File: src/inc/ccr_pkg.sv
// Purpose: Constants and types for the clock control register block.
// Assumes: Byte addresses on a 32-bit Avalon-MM slave, 25 MHz mclk.
// Notes:   Rules kept by the block and by software are listed below.
// Overview of operation
// - Writing 1 to the high-speed start task starts the crystal osc.
// - Writing 1 to the high-speed stop task stops the crystal osc.
// - Writing 1 to the low-speed start task starts the selected source.
// - Writing 1 to the low-speed stop task stops the low-speed source.
// - Writing 1 to the calibrate task begins an RC calibration run.
// - Calibration finishing raises the calibration-complete event flag.
// - High-speed run status shows the start task was triggered.
// - Low-speed run status shows the start task was triggered.
// - Low-speed start copies the source selection into a read-back copy.
// - Timer counts down from interval, times out at zero, then stops.
package ccr_pkg;

   // ----------------------------------------------------------------
   // Register offsets (byte addresses)
   // ----------------------------------------------------------------
   localparam int unsigned ADDR_W          = 12;
   localparam logic [11:0] OFS_HF_START    = 12'h000;
   localparam logic [11:0] OFS_HF_STOP     = 12'h004;
   localparam logic [11:0] OFS_LF_START    = 12'h008;
   localparam logic [11:0] OFS_LF_STOP     = 12'h00c;
   localparam logic [11:0] OFS_CAL         = 12'h010;
   localparam logic [11:0] OFS_CT_START    = 12'h014;
   localparam logic [11:0] OFS_CT_STOP     = 12'h018;
   localparam logic [11:0] OFS_EV_HF       = 12'h100;
   localparam logic [11:0] OFS_EV_LF       = 12'h104;
   localparam logic [11:0] OFS_EV_DONE     = 12'h10c;
   localparam logic [11:0] OFS_EV_CAL_TIMER_TIMEOUT     = 12'h110;
   localparam logic [11:0] OFS_IRQ_SET     = 12'h304;
   localparam logic [11:0] OFS_IRQ_CLR     = 12'h308;
   localparam logic [11:0] OFS_IRQ_STAT    = 12'h30c;
   localparam logic [11:0] OFS_HF_RUN      = 12'h408;
   localparam logic [11:0] OFS_HF_STAT     = 12'h40c;
   localparam logic [11:0] OFS_LF_RUN      = 12'h414;
   localparam logic [11:0] OFS_LF_STAT     = 12'h418;
   localparam logic [11:0] OFS_LF_COPY     = 12'h41c;
   localparam logic [11:0] OFS_LF_SEL      = 12'h518;
   localparam logic [11:0] OFS_CT_IV       = 12'h538;

   // ----------------------------------------------------------------
   // Field layout and reset values
   // ----------------------------------------------------------------
   localparam int unsigned STATE_BIT       = 16;
   localparam int unsigned SRC_BYPASS_BIT  = 16;
   localparam int unsigned SRC_EXT_BIT     = 17;
   localparam logic [31:0] LF_SEL_MASK     = 32'h0003_0003;
   localparam logic [31:0] LF_SEL_RST      = 32'h0000_0000;
   localparam int unsigned EV_NUM          = 4;
   localparam int unsigned EV_HF           = 0;
   localparam int unsigned EV_LF           = 1;
   localparam int unsigned EV_DONE         = 2;
   localparam int unsigned EV_CAL_TIMER_TIMEOUT         = 3;
   localparam int unsigned CAL_TIMER_INTERVAL_W          = 7;
   localparam logic [6:0]  CAL_TIMER_INTERVAL_RST        = 7'h00;
   localparam int unsigned TICK_W          = 16;
   localparam int unsigned CT_TICK_DIV     = 16;

   // ----------------------------------------------------------------
   // Types
   // ----------------------------------------------------------------
   typedef enum logic [1:0] {
      BUS_IDLE   = 2'b00,
      BUS_ANSWER = 2'b01
   } ccr_bus_phase_t;

   typedef struct packed {
      logic       hf_enable;
      logic       lf_enable;
      logic       lf_external;
      logic       lf_bypass;
      logic [1:0] lf_src;
      logic       cal_active;
   } ccr_osc_ctrl_t;

   typedef struct packed {
      logic hf_running;
      logic lf_running;
      logic cal_finished;
   } ccr_osc_stat_t;

   typedef struct packed {
      logic              run;
      logic              tmo;
      logic [CAL_TIMER_INTERVAL_W-1:0] cnt;
      logic [TICK_W-1:0] div;
   } ccr_timer_t;

   typedef struct packed {
      ccr_bus_phase_t    phase;
      logic [31:0]       rdata;
      logic              hf_req;
      logic              lf_req;
      logic [31:0]       lf_sel;
      logic [31:0]       lf_copy;
      logic              cal_active;
      logic [EV_NUM-1:0] evt;
      logic [EV_NUM-1:0] irq_stat;
      logic [EV_NUM-1:0] irq_mask;
      logic [CAL_TIMER_INTERVAL_W-1:0] cal_timer_interval;
      logic              hf_run_d;
      logic              lf_run_d;
   } ccr_regs_t;

endpackage : ccr_pkg

File: src/hw/ccr_cal_timer.sv
// Purpose: Calibration interval down-counter with its own tick divider.
// Assumes: start and stop are single-cycle pulses, never together.
// Notes:   Timeout is a one-cycle pulse from a flop.
module ccr_cal_timer
   import ccr_pkg::*;
#(
   parameter int unsigned TICK_DIV = CT_TICK_DIV
) (
   input  wire logic              mclk,
   input  wire logic              rstn,
   input  wire logic              start,
   input  wire logic              stop,
   input  wire logic [CAL_TIMER_INTERVAL_W-1:0] interval,
   output      logic              running,
   output      logic              timeout
);

   ccr_timer_t st_ff;
   ccr_timer_t nxt_st;
   logic       tick;

   // ----------------------------------------------------------------
   // Countdown
   // ----------------------------------------------------------------
   always_comb begin
      nxt_st     = st_ff;
      nxt_st.tmo = 1'b0;
      tick       = (st_ff.div == TICK_W'(TICK_DIV - 1));
      if (st_ff.run) begin
         nxt_st.div = tick ? '0 : TICK_W'(st_ff.div + 1'b1);
      end else begin
         nxt_st.div = '0;
      end
      if (start) begin
         nxt_st.run = 1'b1;
         nxt_st.cnt = interval;
         nxt_st.div = '0;
      end else if (stop) begin
         nxt_st.run = 1'b0;
      end else if (st_ff.run && tick) begin
         // Zero interval times out on the first tick
         if (st_ff.cnt <= CAL_TIMER_INTERVAL_W'(1)) begin
            nxt_st.cnt = '0;
            nxt_st.run = 1'b0;
            nxt_st.tmo = 1'b1;
         end else begin
            nxt_st.cnt = CAL_TIMER_INTERVAL_W'(st_ff.cnt - 1'b1);
         end
      end
   end

   always_ff @(posedge mclk or negedge rstn) begin
      if (!rstn) begin
         st_ff <= '0;
      end else begin
         st_ff <= nxt_st;
      end
   end

   assign running = st_ff.run;
   assign timeout = st_ff.tmo;

endmodule : ccr_cal_timer

File: src/hw/ccr_top.sv
// Purpose: Clock control task, event and status registers on Avalon-MM.
// Assumes: Analog oscillators report running levels and a calibration
//          finished pulse; all synchronous to mclk.
// Notes:   Every access takes two cycles: waitrequest high, then low.
module ccr_top
   import ccr_pkg::*;
#(
   parameter int unsigned TICK_DIV = CT_TICK_DIV
) (
   input  wire logic              mclk,
   input  wire logic              rstn,
   input  wire logic [ADDR_W-1:0] avs_address,
   input  wire logic              avs_read,
   input  wire logic              avs_write,
   input  wire logic [31:0]       avs_writedata,
   input  wire logic [3:0]        avs_byteenable,
   output      logic [31:0]       avs_readdata,
   output      logic              avs_waitrequest,
   input  wire ccr_osc_stat_t     osc_stat,
   output      ccr_osc_ctrl_t     osc_ctrl,
   output      logic              irq
);

   // ----------------------------------------------------------------
   // Helpers
   // ----------------------------------------------------------------
   function automatic logic [31:0] be_merge(
      input logic [31:0] old_val,
      input logic [31:0] new_val,
      input logic [3:0]  be
   );
      logic [31:0] res;
      res = old_val;
      for (int i = 0; i < 4; i++) begin
         if (be[i]) begin
            res[i*8 +: 8] = new_val[i*8 +: 8];
         end
      end
      return res;
   endfunction : be_merge

   ccr_regs_t         st_ff;
   ccr_regs_t         nxt_st;
   logic              req;
   logic              commit;
   logic              ct_timeout;
   logic [31:0]       rd_val;
   logic [31:0]       sel_wr;
   logic [EV_NUM-1:0] ev_set;
   logic [EV_NUM-1:0] ev_clr;
   logic              t_hf_start;
   logic              t_hf_stop;
   logic              t_lf_start;
   logic              t_lf_stop;
   logic              t_cal;
   logic              t_ct_start;
   logic              t_ct_stop;

   // Task strobe: written word with byte 0 enabled and bit 0 set
   function automatic logic task_hit(
      input logic              wr,
      input logic [ADDR_W-1:0] addr,
      input logic [ADDR_W-1:0] ofs,
      input logic [3:0]        be,
      input logic [31:0]       wd
   );
      return wr && (addr == ofs) && be[0] && wd[0];
   endfunction : task_hit

   // Event clear: byte 0 enabled and bit 0 written as zero
   function automatic logic ev_zero(
      input logic              wr,
      input logic [ADDR_W-1:0] addr,
      input logic [ADDR_W-1:0] ofs,
      input logic [3:0]        be,
      input logic [31:0]       wd
   );
      return wr && (addr == ofs) && be[0] && !wd[0];
   endfunction : ev_zero

   // Rising edge of an oscillator running level
   function automatic logic rise_of(
      input logic cur,
      input logic prev
   );
      return cur && !prev;
   endfunction : rise_of

   // ----------------------------------------------------------------
   // Bus handshake
   // ----------------------------------------------------------------
   assign req             = avs_read | avs_write;
   assign avs_waitrequest = req && (st_ff.phase == BUS_IDLE);
   assign commit          = avs_write && (st_ff.phase == BUS_ANSWER);
   assign avs_readdata    = st_ff.rdata;

   // ----------------------------------------------------------------
   // Task decode
   // ----------------------------------------------------------------
   always_comb begin
      t_hf_start = task_hit(commit, avs_address, OFS_HF_START,
                            avs_byteenable, avs_writedata);
      t_hf_stop  = task_hit(commit, avs_address, OFS_HF_STOP,
                            avs_byteenable, avs_writedata);
      t_lf_start = task_hit(commit, avs_address, OFS_LF_START,
                            avs_byteenable, avs_writedata);
      t_lf_stop  = task_hit(commit, avs_address, OFS_LF_STOP,
                            avs_byteenable, avs_writedata);
      t_cal      = task_hit(commit, avs_address, OFS_CAL,
                            avs_byteenable, avs_writedata);
      t_ct_start = task_hit(commit, avs_address, OFS_CT_START,
                            avs_byteenable, avs_writedata);
      t_ct_stop  = task_hit(commit, avs_address, OFS_CT_STOP,
                            avs_byteenable, avs_writedata);
   end

   // ----------------------------------------------------------------
   // Event sources and software clears
   // ----------------------------------------------------------------
   always_comb begin
      ev_set          = '0;
      ev_set[EV_HF]   = rise_of(osc_stat.hf_running, st_ff.hf_run_d);
      ev_set[EV_LF]   = rise_of(osc_stat.lf_running, st_ff.lf_run_d);
      ev_set[EV_DONE] = osc_stat.cal_finished && st_ff.cal_active;
      ev_set[EV_CAL_TIMER_TIMEOUT] = ct_timeout;
      ev_clr          = '0;
      ev_clr[EV_HF]   = ev_zero(commit, avs_address, OFS_EV_HF,
                                avs_byteenable, avs_writedata);
      ev_clr[EV_LF]   = ev_zero(commit, avs_address, OFS_EV_LF,
                                avs_byteenable, avs_writedata);
      ev_clr[EV_DONE] = ev_zero(commit, avs_address, OFS_EV_DONE,
                                avs_byteenable, avs_writedata);
      ev_clr[EV_CAL_TIMER_TIMEOUT] = ev_zero(commit, avs_address, OFS_EV_CAL_TIMER_TIMEOUT,
                                avs_byteenable, avs_writedata);
   end

   // ----------------------------------------------------------------
   // Read multiplexer
   // ----------------------------------------------------------------
   always_comb begin
      rd_val = 32'h0000_0000;
      case (avs_address)
         OFS_EV_HF: begin
            rd_val[0] = st_ff.evt[EV_HF];
         end
         OFS_EV_LF: begin
            rd_val[0] = st_ff.evt[EV_LF];
         end
         OFS_EV_DONE: begin
            rd_val[0] = st_ff.evt[EV_DONE];
         end
         OFS_EV_CAL_TIMER_TIMEOUT: begin
            rd_val[0] = st_ff.evt[EV_CAL_TIMER_TIMEOUT];
         end
         OFS_IRQ_SET, OFS_IRQ_CLR: begin
            rd_val[EV_NUM-1:0] = st_ff.irq_mask;
         end
         OFS_IRQ_STAT: begin
            rd_val[EV_NUM-1:0] = st_ff.irq_stat;
         end
         OFS_HF_RUN: begin
            rd_val[0] = st_ff.hf_req;
         end
         OFS_HF_STAT: begin
            rd_val[0]         = osc_stat.hf_running;
            rd_val[STATE_BIT] = osc_stat.hf_running;
         end
         OFS_LF_RUN: begin
            rd_val[0] = st_ff.lf_req;
         end
         OFS_LF_STAT: begin
            rd_val[1:0]       = st_ff.lf_copy[1:0];
            rd_val[STATE_BIT] = osc_stat.lf_running;
         end
         OFS_LF_COPY: begin
            rd_val = st_ff.lf_copy;
         end
         OFS_LF_SEL: begin
            rd_val = st_ff.lf_sel;
         end
         OFS_CT_IV: begin
            rd_val[CAL_TIMER_INTERVAL_W-1:0] = st_ff.cal_timer_interval;
         end
         // Task words and unmapped offsets read as zero
         default: begin
            rd_val = 32'h0000_0000;
         end
      endcase
   end

   // ----------------------------------------------------------------
   // Next state
   // ----------------------------------------------------------------
   always_comb begin
      nxt_st          = st_ff;
      nxt_st.hf_run_d = osc_stat.hf_running;
      nxt_st.lf_run_d = osc_stat.lf_running;
      sel_wr          = be_merge(st_ff.lf_sel, avs_writedata,
                                 avs_byteenable) & LF_SEL_MASK;

      case (st_ff.phase)
         BUS_IDLE: begin
            if (req) begin
               nxt_st.phase = BUS_ANSWER;
               nxt_st.rdata = avs_read ? rd_val : st_ff.rdata;
            end
         end
         BUS_ANSWER: begin
            nxt_st.phase = BUS_IDLE;
         end
         default: begin
            nxt_st.phase = BUS_IDLE;
         end
      endcase

      // High-speed crystal request
      if (t_hf_start) begin
         nxt_st.hf_req = 1'b1;
      end else if (t_hf_stop) begin
         nxt_st.hf_req = 1'b0;
      end

      // Low-speed source request and selection snapshot
      if (t_lf_start) begin
         nxt_st.lf_req  = 1'b1;
         nxt_st.lf_copy = st_ff.lf_sel;
      end else if (t_lf_stop) begin
         nxt_st.lf_req  = 1'b0;
      end

      // Calibration run ends on the analog finish pulse
      if (t_cal) begin
         nxt_st.cal_active = 1'b1;
      end else if (osc_stat.cal_finished) begin
         nxt_st.cal_active = 1'b0;
      end

      // Hardware set wins over a same-cycle software clear
      nxt_st.evt      = ev_set | (st_ff.evt & ~ev_clr);
      nxt_st.irq_stat = ev_set | st_ff.irq_stat;

      if (commit && avs_byteenable[0]) begin
         case (avs_address)
            OFS_IRQ_SET: begin
               nxt_st.irq_mask = st_ff.irq_mask |
                                 avs_writedata[EV_NUM-1:0];
            end
            OFS_IRQ_CLR: begin
               nxt_st.irq_mask = st_ff.irq_mask &
                                 ~avs_writedata[EV_NUM-1:0];
            end
            OFS_IRQ_STAT: begin
               nxt_st.irq_stat = ev_set | (st_ff.irq_stat &
                                 ~avs_writedata[EV_NUM-1:0]);
            end
            OFS_CT_IV: begin
               nxt_st.cal_timer_interval = avs_writedata[CAL_TIMER_INTERVAL_W-1:0];
            end
            default: begin
               nxt_st.irq_mask = st_ff.irq_mask;
            end
         endcase
      end

      // Selection is software's to keep still while the source runs
      if (commit && (avs_address == OFS_LF_SEL)) begin
         nxt_st.lf_sel = sel_wr;
      end
   end

   // ----------------------------------------------------------------
   // State register
   // ----------------------------------------------------------------
   always_ff @(posedge mclk or negedge rstn) begin
      if (!rstn) begin
         st_ff          <= '0;
         st_ff.phase    <= BUS_IDLE;
         st_ff.lf_sel   <= LF_SEL_RST;
         st_ff.lf_copy  <= LF_SEL_RST;
         st_ff.cal_timer_interval     <= CAL_TIMER_INTERVAL_RST;
      end else begin
         st_ff <= nxt_st;
      end
   end

   // ----------------------------------------------------------------
   // Calibration timer
   // ----------------------------------------------------------------
   ccr_cal_timer #(
      .TICK_DIV (TICK_DIV)
   ) u_cal_timer (
      .mclk     (mclk),
      .rstn     (rstn),
      .start    (t_ct_start),
      .stop     (t_ct_stop),
      .interval (st_ff.cal_timer_interval),
      .running  (),
      .timeout  (ct_timeout)
   );

   // ----------------------------------------------------------------
   // Outputs
   // ----------------------------------------------------------------
   always_comb begin
      osc_ctrl             = '0;
      osc_ctrl.hf_enable   = st_ff.hf_req;
      osc_ctrl.lf_enable   = st_ff.lf_req;
      osc_ctrl.lf_src      = st_ff.lf_copy[1:0];
      osc_ctrl.lf_bypass   = st_ff.lf_copy[SRC_BYPASS_BIT];
      osc_ctrl.lf_external = st_ff.lf_copy[SRC_EXT_BIT];
      // Reference needs the crystal; a run without it never finishes
      osc_ctrl.cal_active  = st_ff.cal_active;
   end

   // Timer running is only visible through its timeout event
   assign irq = |(st_ff.irq_stat & st_ff.irq_mask);

endmodule : ccr_top

File: config.mk
export PLATFORM = sky130hd
export DESIGN_NAME = ccr_top
export DESIGN_NICKNAME = d
export VERILOG_FILES = /design/src/inc/ccr_pkg.sv /design/src/hw/ccr_cal_timer.sv /design/src/hw/ccr_top.sv
export SDC_FILE = /design/constraint.sdc
export NUM_CORES = 1
export LEC_CHECK = 0
export BUFFER_PORTS_ARGS = -buffer_cell sky130_fd_sc_hd__buf_2
export CELL_PAD_IN_SITES_DETAIL_PLACEMENT = 1
export CELL_PAD_IN_SITES_GLOBAL_PLACEMENT = 2
export CORE_UTILIZATION = 29
export DETAILED_ROUTE_END_ITERATION = 6
export HOLD_SLACK_MARGIN = 0.02
export MAX_ROUTING_LAYER = met4
export PLACE_DENSITY = 0.84
export REMOVE_ABC_BUFFERS = 1
export SLEW_MARGIN = 20
export SYNTH_ARGS = -nofsm -noshare
export SYNTH_HDL_FRONTEND = slang
export SYNTH_SLANG_ARGS = --single-unit
File: constraint.sdc
create_clock -name mclk -period 2.2 [get_ports mclk]
set_clock_uncertainty 0.15 [all_clocks]
set_input_delay 0.11 -clock mclk [delete_from_list [all_inputs] [get_ports mclk]]
set_output_delay 0.11 -clock mclk [all_outputs]
set_load 0.005 [all_outputs]
==> results.md <==
* Status: completed
* Setup slack at placement at -0.0430 ns
* XOR/XNOR Fraction of Synth Area at approximately 3.5%
* DRT iter0 DRCs at ~110
* Vias per cell at just under 5
* Crit-path slowest cell: dlygate4sd3_1
* Post-route ant nets at 0
* Starting Density at ~30%
* CP startpoint: avs_writedata[0]
* Top cell type's share of synthesized area at between 40 and 50%
* Max stage delay on crit path at between 0.5 and 0.6 ns
* Worst-path fanout max at 5
* Core area at approximately 13000 um^2
* ANT cells at 0
* Routed len/inst at ~16 um
* Vias in the first global route at roughly 3300
* Peak VDD IR at a little under 300 uV
* Tmin final at between 2 and 2.5 ns
* Layout fillers at 1457
* Cell taking the most area after synthesis: dfrtp_1
* Setup WS post-layout at 0.0996 ns
* Site Rows at around 40
* Clk sinks at 67
* Fmax at approximately 0.48 GHz
* Fraction of synthesized area in multiplexers at about 6.0%
* Simple-gate share of the synthesized area at between 20% and 30%
* Synth Warn # at 0
* CTS root buffer: clkbuf_16
* Initial antenna violation count at 0
* P_leak at 2.13 nW
* Pre-Repair DR Iteration Count at 4
* Placer Congestion at between 0.8 and 0.9
* Critical path class: input port to flip-flop
* Postcts setup bufs at 0
* Worst slew pin tran at 0.630 ns
* Largest family of logic cells by synthesized area: simple AND/OR/NAND/NOR gates
* Worst Min Path Start: avs_address[2]
* Worst Hold Class: input port to flip-flop
* Pwr Density at about 650 nW/um^2
* Max-slew headroom at the worst pin at approximately 58%
* Synthesized area at 3730 um^2
* Ys async rst share at between 90% and 100%
* Die height at between 100 and 150 um
* Critical Path RT at roughly 2.3 ns
* CTS tree: done
* CP startpoint kind: input port
* Seq cells post-synth at 67
* Post-DP HPWL at ~7.8 mm
* Synth Area in Compound Gates at between 10% and 20%
* First-pass GRT wire length at 16.4 mm
* Clock-pin slew on the worst setup and hold paths at 0.06 ns
* Count of cell types in the netlist at 56
* CTS buffer count at 9
* Die area at approximately 13000 um^2
* # Max-Cap Violations at 0
* Boundary Pins at 96
* Detailed-route via count at 3146
* Synthesized instance count at ~390
* I/O Buffers at 47
* Clock Latency Late Sink at approximately 0.33 ns
* Post-synth top flop: dfrtp_1
* Synth area leaders: dfrtp_1 45%, buf_4 7.8%, mux2_2 5.4%
* Worst r2r src: u_cal_timer.st_ff[0]
* Critical path arrival at between 2 and 2.5 ns
* DR DRC count at 0
* RSZ-0062 raised after global routing: false
* DRT Wirelength at 10.2 mm
* Post-synthesis adder-cell area fraction at ~1%
* Hold Path Cell Cnt at 3
* Finish-stage setup viols at 0
* Area grow syn2layout at 25.6%
* Share of cells above drive strength 1 at 27.2%
* Reg2Reg Setup Slack at between 0.15 and 0.2 ns
* Worst setup EP type: flip-flop
* Reg2Reg Capture Point: u_cal_timer.st_ff[18]
* Die width at about 120 um
* Final Net Count at roughly 530
* Hold Slack at 0.0625 ns
* Post-synth EDFFs at 0
* Avg Cell Area, Syn at ~9.6 um^2
* GRT Util Overall at between 10% and 20%
* Remaining global-route overflow at 0
* Sequential fraction of the synthesis area at roughly 45%
* Longest Clk Path Bufs at 2
* Final Max Slew Viols at 0
* Pin count of the biggest net entering global routing at 33
* R2R depth at 6
* CTS H-Tree Depth at 3
* Final period utilization at 95.5%
* Final Hold Viols at 0
* CP Cell Sequence: dlygate4sd3_1, buf_2, nand4_1, or3_1, or2_1, buf_4, nor2_1, a31oi_1
* WHS Endpoint: osc_ctrl[6]
flip-flops by register name, indices dropped and copies added, names as in the netlist:
| signal | count |
|---|---|
| st_ff | 26 |
| u_cal_timer.st_ff | 23 |
| avs_readdata | 9 |
| osc_ctrl | 7 |
| u_cal_timer.running | 1 |
| u_cal_timer.timeout | 1 |
cell type report:
class	instances	area, um^2	share of cell area, %
well taps	172	215	4.59
flip-flops and latches	67	1680	35.8
multi-input cells	282	1740	37.1
repair buffers	101	703	15.0
inverters	10	37.5	0.801
clock inverters	2	60.1	1.28
clock buffers	12	256	5.47
cell families (layout without fill, tap and decap cells):
logic type / Yosys count / count (layout)
other: 1 / 23
XOR/XNOR: 15 / 15
buffers and inverters: 62 / 125
adder cells (fa/ha/maj): 3 / 3
AND/OR/NAND/NOR: 164 / 164
flip-flops: 67 / 67
multiplexers: 20 / 20
AO/OA/AOI/OAI: 57 / 57
routing by layer:
metal / routed length (um) / global-route usage (%) / share of wire [%] / vias to the layer above
met5: 0 / - / 0 / -
met4: 138 / 3.98 / 1.4 / 0
met3: 376 / 3.29 / 3.7 / 15
met2: 5280 / 29.3 / 52 / 70
met1: 4380 / 19.6 / 43 / 1582
li1: - / - / - / 1479
what timing repair did:
item,in CTS,in global routing
hold buffers,15,0
endpoints found under the hold margin,92,0
resized for setup,0,3
setup endpoints to repair,0,6
placed cells by master, fill, tap and decap left out, types with 3 or more instances in the layout:
cell type and instances:
buf_4 37, xnor2_1 7, nor2_1 45, nand3b_1 3, nor3_1 11, mux2_2 18, or4b_2 3, conb_1 23
nand2b_1 5, nor4_1 8, a22oi_1 4, or4_1 3, ha_1 3, xor2_1 8, clkbuf_16 9, nand3_1 17
dfrtp_1 67, inv_1 10, a31oi_1 7, o21ai_0 14, nand4_1 9, and3_1 4, or3_1 4, a21oi_1 14
nand2_1 35, buf_2 47, dlygate4sd3_1 15
worst max-delay path, delay by kind of cell:
family                 cells  cell delay [ns]
AOI/OAI and AO/OA          1             0.06
buffers and inverters      3             0.88
and+or+nand+nor            4             1.10
worst max-delay path by stage:
| stage | slack [ns] | end | cells after the start |
|---|---|---|---|
| floorplan | 0.05 | u_cal_timer.st_ff[18] | 6 |
| global placement | -0.01 | u_cal_timer.st_ff[21] | 6 |
| detailed placement | -0.04 | u_cal_timer.st_ff[20] | 7 |
| CTS | 0.0003 | u_cal_timer.st_ff[19] | 5 |
| global route | 0.006 | u_cal_timer.st_ff[18] | 5 |
| finish | 0.1 | u_cal_timer.st_ff[17] | 8 |
report_power, final:
group | leakage, nW | internal (mW) | switching [mW]
registers | 0.886 | 1.25 | 0.00896
clock network | 0.155 | 1.04 | 0.493
logic | 1.09 | 0.100 | 0.131
total | 2.13 | 2.39 | 0.633
cell usage after synthesis, types with 2 or more instances:
cell type   n
nor2_1     45
a21o_1      2
buf_4      39
mux2_2     18
buf_6       3
nand2b_1    5
nand3_1    17
inv_1      10
nor4_1      9
a222oi_1    2
nand4_1     9
a21oi_1    14
dfrtp_1    67
buf_2       6
xor2_1      8
o31ai_1     2
buf_1       2
or4_1       3
nor4b_1     2
o21ai_0    14
nor4bb_1    2
nand2_1    35
or2_1       2
nor3_1     11
xnor2_1     7
nand3b_1    3
nor3b_1     2
mux2i_1     2
clkbuf_1    2
or4b_2      3
a31oi_1     7
or3_1       4
and3_1      4
ha_1        3
a22oi_1     4
through the flow:
| step | setup TNS [ns] | area, um^2 | util (%) | total power [mW] | instances |
|---|---|---|---|---|---|
| 3_3_place_gp | -0.0295 | 4210 | 33.5 | 1.48 | 617 |
| 4_1_cts | 0 | 4680 | 37.2 | 3.05 | 646 |
| 6_report | 0 | 4690 | 37.3 | 3.02 | 646 |
| 5_1_grt | 0 | 4690 | 37.3 | 3.13 | 646 |
| 3_5_place_dp | -0.138 | 4210 | 33.5 | 1.49 | 617 |
| 2_1_floorplan | 0 | 3440 | - | 1.34 | 359 |
Note: power is estimated with default switching activity, not from simulation.
